===== config.mk =====
export PLATFORM = sky130hd
export DESIGN_NAME = dsg_gate_bank
export DESIGN_NICKNAME = d
export VERILOG_FILES = /design/src/dsg_pkg.sv /design/src/dsg_gate_reg.sv /design/src/dsg_unit_clk_gate.sv /design/src/dsg_gate_bank.sv
export SDC_FILE = /design/constraint.sdc
export NUM_CORES = 1
export LEC_CHECK = 0
export BUFFER_PORTS_ARGS = -buffer_cell sky130_fd_sc_hd__clkbuf_2
export CORE_MARGIN = 3
export CORE_UTILIZATION = 50
export DETAILED_ROUTE_END_ITERATION = 6
export PLACE_DENSITY = 0.77
export SLEW_MARGIN = 20
export SYNTH_ARGS = -nofsm -noshare
export SYNTH_HDL_FRONTEND = slang
export SYNTH_SLANG_ARGS = --single-unit
export TNS_END_PERCENT = 20

===== constraint.sdc =====
create_clock -name i_clk -period 2.6 [get_ports i_clk]
set_input_delay 0.39 -clock i_clk [delete_from_list [all_inputs] [get_ports i_clk]]
set_output_delay 0.39 -clock i_clk [all_outputs]
set_load 0.02 [all_outputs]

===== src/dsg_pkg.sv =====
// Package: register map, field layout and carrier types for the deep-sleep clock gate bank
package dsg_pkg;

    localparam int DSG_NUM_UNITS = 8;
    localparam int DSG_ADDR_W = 12;

    // Block base in the system map; the port below decodes offsets only
    localparam logic [31:0] DSG_SYSCTL_BASE = 32'h400f_e000;

    // Register offsets (bytes)
    localparam logic [11:0] DSG_OFS_RUN_CLOCK_CONFIG = 12'h060;
    localparam logic [11:0] DSG_OFS_RUN_GATE = 12'h104;
    localparam logic [11:0] DSG_OFS_SLEEP_GATE = 12'h114;
    localparam logic [11:0] DSG_OFS_DEEP_GATE = 12'h124;
    localparam logic [11:0] DSG_OFS_IRQ_STATUS = 12'h200;
    localparam logic [11:0] DSG_OFS_IRQ_MASK = 12'h204;
    localparam logic [11:0] DSG_OFS_ACTIVE_GATE = 12'h208;

    // Gating register layout
    localparam logic [31:0] DSG_GATE_RESET = 32'h0000_0000;
    localparam logic [31:0] DSG_GATE_WR_MASK = 32'h0007_5013;
    localparam int DSG_POS_ASYNC_SERIAL0 = 0;
    localparam int DSG_POS_ASYNC_SERIAL1 = 1;
    localparam int DSG_POS_SYNC_SERIAL0 = 4;
    localparam int DSG_POS_TWO_WIRE0 = 12;
    localparam int DSG_POS_TWO_WIRE1 = 14;
    localparam int DSG_POS_GP_COUNTER0 = 16;
    localparam int DSG_POS_GP_COUNTER1 = 17;
    localparam int DSG_POS_GP_COUNTER2 = 18;

    // Unit index -> bit position in a gating register
    localparam int DSG_UNIT_POS [DSG_NUM_UNITS] = '{
        DSG_POS_ASYNC_SERIAL0, DSG_POS_ASYNC_SERIAL1, DSG_POS_SYNC_SERIAL0, DSG_POS_TWO_WIRE0,
        DSG_POS_TWO_WIRE1, DSG_POS_GP_COUNTER0, DSG_POS_GP_COUNTER1, DSG_POS_GP_COUNTER2
    };

    // Run clock configuration register
    localparam int DSG_CFG_AUTO_BIT = 0;
    localparam logic DSG_CFG_AUTO_RESET = 1'b0;

    // Interrupt registers
    localparam logic [7:0] DSG_IRQ_RESET = 8'h00;

    typedef struct packed {
        logic valid;
        logic write;
        logic [2:0] unit;
    } dsg_acc_t;

    typedef enum {
        DSG_MODE_RUN,
        DSG_MODE_SLEEP,
        DSG_MODE_DEEP
    } dsg_mode_t;

endpackage


===== src/dsg_gate_reg.sv =====
// One 32-bit unit clock gating register with read-only reserved bits
`timescale 1ns/100ps
`default_nettype none
module dsg_gate_reg
    import dsg_pkg::*;
(
    // Clock and reset
    input wire logic i_clk,
    input wire logic i_rst_n,
    // Write port
    input wire logic i_we,
    input wire logic [31:0] i_wdata,
    // Stored value
    output logic [31:0] o_q
);
    logic [31:0] gate_q;
    logic [31:0] gate_d;

    // Reserved bits never store, so they read zero
    assign gate_d = i_we ? (i_wdata & DSG_GATE_WR_MASK) : gate_q;

    always_ff @(posedge i_clk)
    begin
        if (!i_rst_n)
            gate_q <= DSG_GATE_RESET;
        else
            gate_q <= gate_d;
    end

    assign o_q = gate_q;
endmodule // dsg_gate_reg
`default_nettype wire


===== src/dsg_unit_clk_gate.sv =====
// Glitch-free clock gate for one peripheral unit
`timescale 1ns/100ps
`default_nettype none
module dsg_unit_clk_gate (
    // Clock and reset
    input wire logic i_clk,
    input wire logic i_rst_n,
    // Enable, already registered on the rising edge
    input wire logic i_en,
    // Gated clock
    output logic o_gclk
);
    logic en_low_q;

    // Enable changes only while the clock is low, so no runt pulse escapes
    always_ff @(negedge i_clk)
    begin
        if (!i_rst_n)
            en_low_q <= 1'b0;
        else
            en_low_q <= i_en;
    end

    assign o_gclk = i_clk & en_low_q;
endmodule // dsg_unit_clk_gate
`default_nettype wire


===== src/dsg_gate_bank.sv =====
// Deep-sleep clock gate bank: gating registers, mode select, unit clocks and fault answers
`timescale 1ns/100ps
`default_nettype none

// How it works
// - A set gating bit enables the clock of its unit so that the unit runs.
// - A clear gating bit stops the unit's clock and holds the unit disabled.
// - An access to a unit whose clock is off is answered with a bus fault.
// - After reset every gating bit is zero, so no unit is clocked.
// - Three gating registers of equal layout serve run, sleep and deep-sleep.
// - Sleep and deep-sleep registers govern only with auto gating on, else run governs.
// - Counters sit at bits 18..16, two-wire at 14 and 12, sync serial at 4, async serial at 1 and 0.
// - The deep-sleep register decodes at offset 0x124 and is 32 bits wide.
// - Bits that control no unit are read-only and have no effect.
module dsg_gate_bank
    import dsg_pkg::*;
(
    // Clock and reset
    input wire logic i_clk,
    input wire logic i_rst_n,
    // Register port
    input wire logic [dsg_pkg::DSG_ADDR_W-1:0] i_addr,
    input wire logic [31:0] i_wdata,
    input wire logic i_we,
    input wire logic i_re,
    output logic [31:0] o_rdata,
    // Power state
    input wire logic i_sleep,
    input wire logic i_deep_sleep,
    // Peripheral access check
    input wire dsg_pkg::dsg_acc_t i_acc,
    output logic o_acc_done,
    output logic o_acc_fault,
    // Units
    output logic [dsg_pkg::DSG_NUM_UNITS-1:0] o_unit_clk,
    output logic [dsg_pkg::DSG_NUM_UNITS-1:0] o_unit_en,
    // Interrupt
    output logic o_irq
);
    import dsg_pkg::*;

    localparam int NU = DSG_NUM_UNITS;

    // Address decode
    wire hit_cfg = (i_addr == DSG_OFS_RUN_CLOCK_CONFIG);
    wire hit_run = (i_addr == DSG_OFS_RUN_GATE);
    wire hit_sleep = (i_addr == DSG_OFS_SLEEP_GATE);
    wire hit_deep = (i_addr == DSG_OFS_DEEP_GATE);
    wire hit_ist = (i_addr == DSG_OFS_IRQ_STATUS);
    wire hit_imask = (i_addr == DSG_OFS_IRQ_MASK);
    wire hit_active = (i_addr == DSG_OFS_ACTIVE_GATE);

    wire we_cfg = i_we & hit_cfg;
    wire we_ist = i_we & hit_ist;
    wire we_imask = i_we & hit_imask;

    // Three gating registers, same layout
    logic [2:0] gate_we;
    logic [31:0] gate_q [3];

    assign gate_we[0] = i_we & hit_run;
    assign gate_we[1] = i_we & hit_sleep;
    assign gate_we[2] = i_we & hit_deep;

    genvar g;
    generate
        for (g = 0; g < 3; g++)
        begin : g_gate_reg
            dsg_gate_reg u_reg (
                .i_clk(i_clk),
                .i_rst_n(i_rst_n),
                .i_we(gate_we[g]),
                .i_wdata(i_wdata),
                .o_q(gate_q[g])
            );
        end
    endgenerate

    // Auto low-power gating enable
    logic auto_gate_q;
    logic auto_gate_d;

    assign auto_gate_d = we_cfg ? i_wdata[DSG_CFG_AUTO_BIT] : auto_gate_q;

    always_ff @(posedge i_clk)
    begin
        if (!i_rst_n)
            auto_gate_q <= DSG_CFG_AUTO_RESET;
        else
            auto_gate_q <= auto_gate_d;
    end

    // Which register governs the unit clocks now
    dsg_mode_t mode;

    always_comb
    begin
        mode = DSG_MODE_RUN;
        if (auto_gate_q && i_deep_sleep)
            mode = DSG_MODE_DEEP;
        else if (auto_gate_q && i_sleep)
            mode = DSG_MODE_SLEEP;
    end

    logic [31:0] sel_gate;

    always_comb
    begin
        case (mode)
            DSG_MODE_RUN: sel_gate = gate_q[0];
            DSG_MODE_SLEEP: sel_gate = gate_q[1];
            DSG_MODE_DEEP: sel_gate = gate_q[2];
            default: sel_gate = gate_q[0];
        endcase
    end

    // Pick the unit bits out of the governing register
    logic [NU-1:0] sel_unit;
    logic [NU-1:0] en_q;

    genvar u;
    generate
        for (u = 0; u < NU; u++)
        begin : g_unit
            assign sel_unit[u] = sel_gate[DSG_UNIT_POS[u]];

            dsg_unit_clk_gate u_cg (
                .i_clk(i_clk),
                .i_rst_n(i_rst_n),
                .i_en(en_q[u]),
                .o_gclk(o_unit_clk[u])
            );
        end
    endgenerate

    // Registered enables; the unit is held disabled while its bit is clear
    always_ff @(posedge i_clk)
    begin
        if (!i_rst_n)
            en_q <= '0;
        else
            en_q <= sel_unit;
    end

    assign o_unit_en = en_q;

    // Active enables placed back into register layout for readback
    logic [31:0] active_word;

    always_comb
    begin
        active_word = '0;
        for (int k = 0; k < NU; k++)
            active_word[DSG_UNIT_POS[k]] = en_q[k];
    end

    // Access check: the unit's live enable decides the answer
    wire acc_gated = ~en_q[i_acc.unit];
    wire acc_fault_evt = i_acc.valid & acc_gated;
    // Software must have enabled the unit first, or every access faults
    wire acc_ok_evt = i_acc.valid & ~acc_gated;

    logic acc_done_q;
    logic acc_fault_q;

    always_ff @(posedge i_clk)
    begin
        if (!i_rst_n)
        begin
            acc_done_q <= 1'b0;
            acc_fault_q <= 1'b0;
        end
        else
        begin
            acc_done_q <= acc_ok_evt;
            acc_fault_q <= acc_fault_evt;
        end
    end

    assign o_acc_done = acc_done_q;
    assign o_acc_fault = acc_fault_q;

    // Fault status per unit, write one to clear; a new fault wins over the clear
    logic [NU-1:0] fault_vec;
    logic [NU-1:0] ist_q;
    logic [NU-1:0] ist_d;
    logic [NU-1:0] imask_q;
    logic [NU-1:0] imask_d;

    always_comb
    begin
        fault_vec = '0;
        fault_vec[i_acc.unit] = acc_fault_evt;
    end

    assign ist_d = (ist_q & ~(we_ist ? i_wdata[NU-1:0] : '0)) | fault_vec;
    assign imask_d = we_imask ? i_wdata[NU-1:0] : imask_q;

    always_ff @(posedge i_clk)
    begin
        if (!i_rst_n)
        begin
            ist_q <= DSG_IRQ_RESET;
            imask_q <= DSG_IRQ_RESET;
        end
        else
        begin
            ist_q <= ist_d;
            imask_q <= imask_d;
        end
    end

    assign o_irq = |(ist_q & imask_q);

    // Read mux; unmapped offsets and reserved bits read zero
    logic [31:0] rd_mux;

    always_comb
    begin
        rd_mux = '0;
        if (hit_cfg)
            rd_mux[DSG_CFG_AUTO_BIT] = auto_gate_q;
        else if (hit_run)
            rd_mux = gate_q[0];
        else if (hit_sleep)
            rd_mux = gate_q[1];
        else if (hit_deep)
            rd_mux = gate_q[2];
        else if (hit_ist)
            rd_mux[NU-1:0] = ist_q;
        else if (hit_imask)
            rd_mux[NU-1:0] = imask_q;
        else if (hit_active)
            rd_mux = active_word;
    end

    logic [31:0] rdata_q;

    // Data stand only in the cycle after the read strobe
    always_ff @(posedge i_clk)
    begin
        if (!i_rst_n)
            rdata_q <= '0;
        else if (i_re)
            rdata_q <= rd_mux;
        else
            rdata_q <= '0;
    end

    assign o_rdata = rdata_q;

endmodule // dsg_gate_bank
`default_nettype wire


==> impl_results.md <==
* Chip Width at 91.4 um
* Syn. warnings at 0
* Class of the worst hold path: input pin to flop
* Sequential area share after synthesis at 0.395
* Worst-path clk slew at about 0.08 ns
* Pre-Repair DR Iteration Count at 5
* Row count at 30
* Status: finished with violations
* DRC errors left at 0
* CTS tree: built
* Total core area at ~6900 um^2
* WS Path Type: flop to output pin
* Unrepaired setup endpoints after global routing: true
* WL met1 at about 3.7 mm
* Min setup slack post-route at -0.157 ns
* Logic pwr share at 0.069
* DRT iter0 DRCs at ~230
* CP required at ~2.2 ns
* Post-layout util at 0.610
* Ant diodes at 0
* Area delta synth->final at 16.2%
* Total global routing overflow at 0
* Final Hold Fails at 0
* Met2 wire len at approximately 4.4 mm
* Initial antenna violation count at 0
* Final ANT Viol Nets at 0
* Switching share of power at 0.245
* Crit Path Max Fanout at 1
* Number of max-cap violations at 0
* WL met3 at ~680 um
* Leak Pwr at about 1.9 nW
* Startpoint types: flop
* Starting Density at 0.525
* VDD IR max at about 370 uV
* Flop pwr share at 0.438
* Crit path buf inv count at 1
* Via count at 3139
* Post-DR vias/cell at between 5 and 6
* RePlAce Congestion at around 0.8
* Internal power at ~0.0019 W
* IO Count at about 110
* Top delay family on crit path: flip-flops
* Rel. slew slack at 0.626
* Worst path max stage delay at 0.28 ns
* Global Route Usage Sum at 0.221
* Avg Cell Area, Syn at about 9 um^2
* Final wirelength at between 8 and 9 mm
* First-pass GRT wire length at between 10 and 15 mm
* Pin count of the biggest net entering global routing at 53
* Crit-path slowest cell: dfxtp_1
* Arrival @ worst endpoint at 2.37 ns
* CP endpoint kind: output pin
* Die Ht at 91.4 um
* WL per Instance at around 16 um
* Yosys cell types at between 40 and 50
* Pwr dens at 600 nW/um^2
* Post-CTS Hold Buffers at 0
* Syn Inst Count at roughly 400
* Dpl cells at about 540
* Number of port buffers at 66
* Violated checks: setup timing
* Sw Pwr at roughly 0.00062 W
* Final HPWL DP at between 6 and 7 mm
* Share of layout cells above drive strength 1 at 0.240
* Layout Skew at slightly above 0.05 ns
* Final non-filler cell total at 567
* Clock Latency Late Sink at around 0.50 ns
* Final-stage net count at 520
* Vias in the first global route at roughly 3k
* Die area at roughly 8400 um^2
* Highest metal used: met4
* Postcts setup bufs at 0
* TNS Setup at -1.14 ns
* Synthesized cell area at 3650 um^2
* Clock power frac at 0.493
* Yosys reg bits at 72
* Placed Area at 3880 um^2
* Fin area at approximately 4200 um^2
* # setup viols final at 16
* Slew @ Worst Pin at ~0.56 ns
* Final max-slew violation count at 0
* CP Cell Sequence: and2_1, buf_2
-- worst min-delay path, stage by stage --
cell and delay, ns:
clkbuf_2 0.09, nand2_1 0.06, a211oi_1 0.05
-- routing by layer --
| metal | track usage | vias up |
|---|---|---|
| met5 | 0 | - |
| met4 | 0.118 | 0 |
| met3 | 0.0688 | 18 |
| met2 | 0.361 | 151 |
| met1 | 0.258 | 1473 |
| li1 | - | 1497 |
-- cells by family after synthesis --
family / synth area share
flip-flops: 0.395
buffers and inverters: 0.115
AO/OA/AOI/OAI: 0.147
other: 0.00103
multiplexers: 0.102
AND/OR/NAND/NOR: 0.240
-- registers in the layout, indices dropped and copies added, names as in the netlist --
signal	flops
o_acc_done	1
o_acc_fault	1
imask_q	8
o_rdata	13
o_unit_en	8
g_gate.u_reg.o_q	24
ist_q	8
auto_gate_q	1
g_unit.u_cg.en_low_q	8
-- cell usage in the layout (no fill, tap or decap), types with 2 or more instances in the layout --
master / instances
inv_1: 20
and2_4: 3
conb_1: 19
nor4_1: 5
nor3_1: 6
and3b_1: 2
nor4_4: 2
buf_4: 12
clkinv_4: 2
nor2_1: 17
bufinv_16: 2
o21ai_0: 23
nand2b_1: 5
buf_2: 4
a32o_1: 5
nand4_1: 5
a21oi_1: 11
dfxtp_1: 71
buf_6: 2
nor2b_1: 33
nand2_1: 26
and3_1: 2
a22oi_1: 16
o2bb2ai_1: 3
mux2i_1: 37
clkbuf_2: 59
a31o_2: 4
nor3b_1: 4
and2_1: 14
clkbuf_8: 13
a211oi_1: 6
nand3_1: 9
or4_1: 2
a21boi_0: 5
-- cell type report --
| cell class | instances | area, um^2 |
|---|---|---|
| Clock buffer | 23 | 270 |
| Timing Repair Buffer | 70 | 380 |
| Clock inverter | 14 | 116 |
| Sequential cell | 72 | 1440 |
| Multi-Input combinational cell | 280 | 1860 |
| Fill cell | 621 | 2710 |
| Inverter | 12 | 45.0 |
| Tap cell | 96 | 120 |
-- path summary, 6_finish.rpt --
path / endpoint / startpoint / cells after the start / slack (ns)
min reg2reg: imask_q[7] / imask_q[7] / 2 / 0.49
min: o_rdata[0] / i_re / 3 / 0.18
max: o_unit_clk[7] / g_unit[7].u_cg.en_low_q / 2 / -0.16
max reg2reg: g_unit[3].u_cg.en_low_q / o_unit_en[3] / 1 / 0.66
-- cells in the mapped netlist (all sizes together) --
cell type	number	area [um^2]
a2111oi	1	10.0
a211oi	6	45.0
a21boi	5	37.5
a21oi	11	55.1
a22oi	16	120
a311oi	1	8.76
a31o	4	35.0
a32o	5	50.1
a32oi	1	8.76
and2	17	106
and3	2	12.5
and3b	2	17.5
and4	1	8.76
buf	41	310
clkbuf	16	60.1
conb	1	3.75
dfxtp	72	1440
inv	13	48.8
mux2i	37	370
nand2	26	97.6
nand2b	5	31.3
nand3	9	45.0
nand3b	1	7.51
nand4	5	31.3
nor2	17	63.8
nor2b	33	206
nor3	6	30.0
nor3b	4	30.0
nor4	7	73.8
nor4b	3	47.5
nor4bb	1	10.0
o211ai	1	7.51
o21a	1	7.51
o21ai	23	115
o221ai	1	8.76
o2bb2ai	3	26.3
or2	1	6.26
or4	3	26.3
or4b	2	23.8
-- what timing repair did --
item,CTS,global route
endpoints found under the setup margin,16,16
pin swaps,1,2
resized for setup,3,14
-- power groups by stage --
stage	clock, W	combinational (W)	sequential (W)
global placement	0.0000229	0.000168	0.00114
global route	0.00134	0.000189	0.00111
floorplan	0.0000230	0.000133	0.00114
detailed placement	0.0000229	0.000171	0.00114
CTS	0.00128	0.000172	0.00111
finish	0.00125	0.000175	0.00111
-- through the flow --
stage	hold slack (ns)	setup WS [ns]	power (W)
2_1_floorplan	0.454	0.266	0.00129
3_3_place_gp	0.467	0.328	0.00133
3_5_place_dp	0.473	0.270	0.00133
4_1_cts	0.157	-0.179	0.00256
5_1_grt	0.178	-0.211	0.00265
6_report	0.179	-0.157	0.00254
No activity file was read; power rests on OpenSTA's default activity.
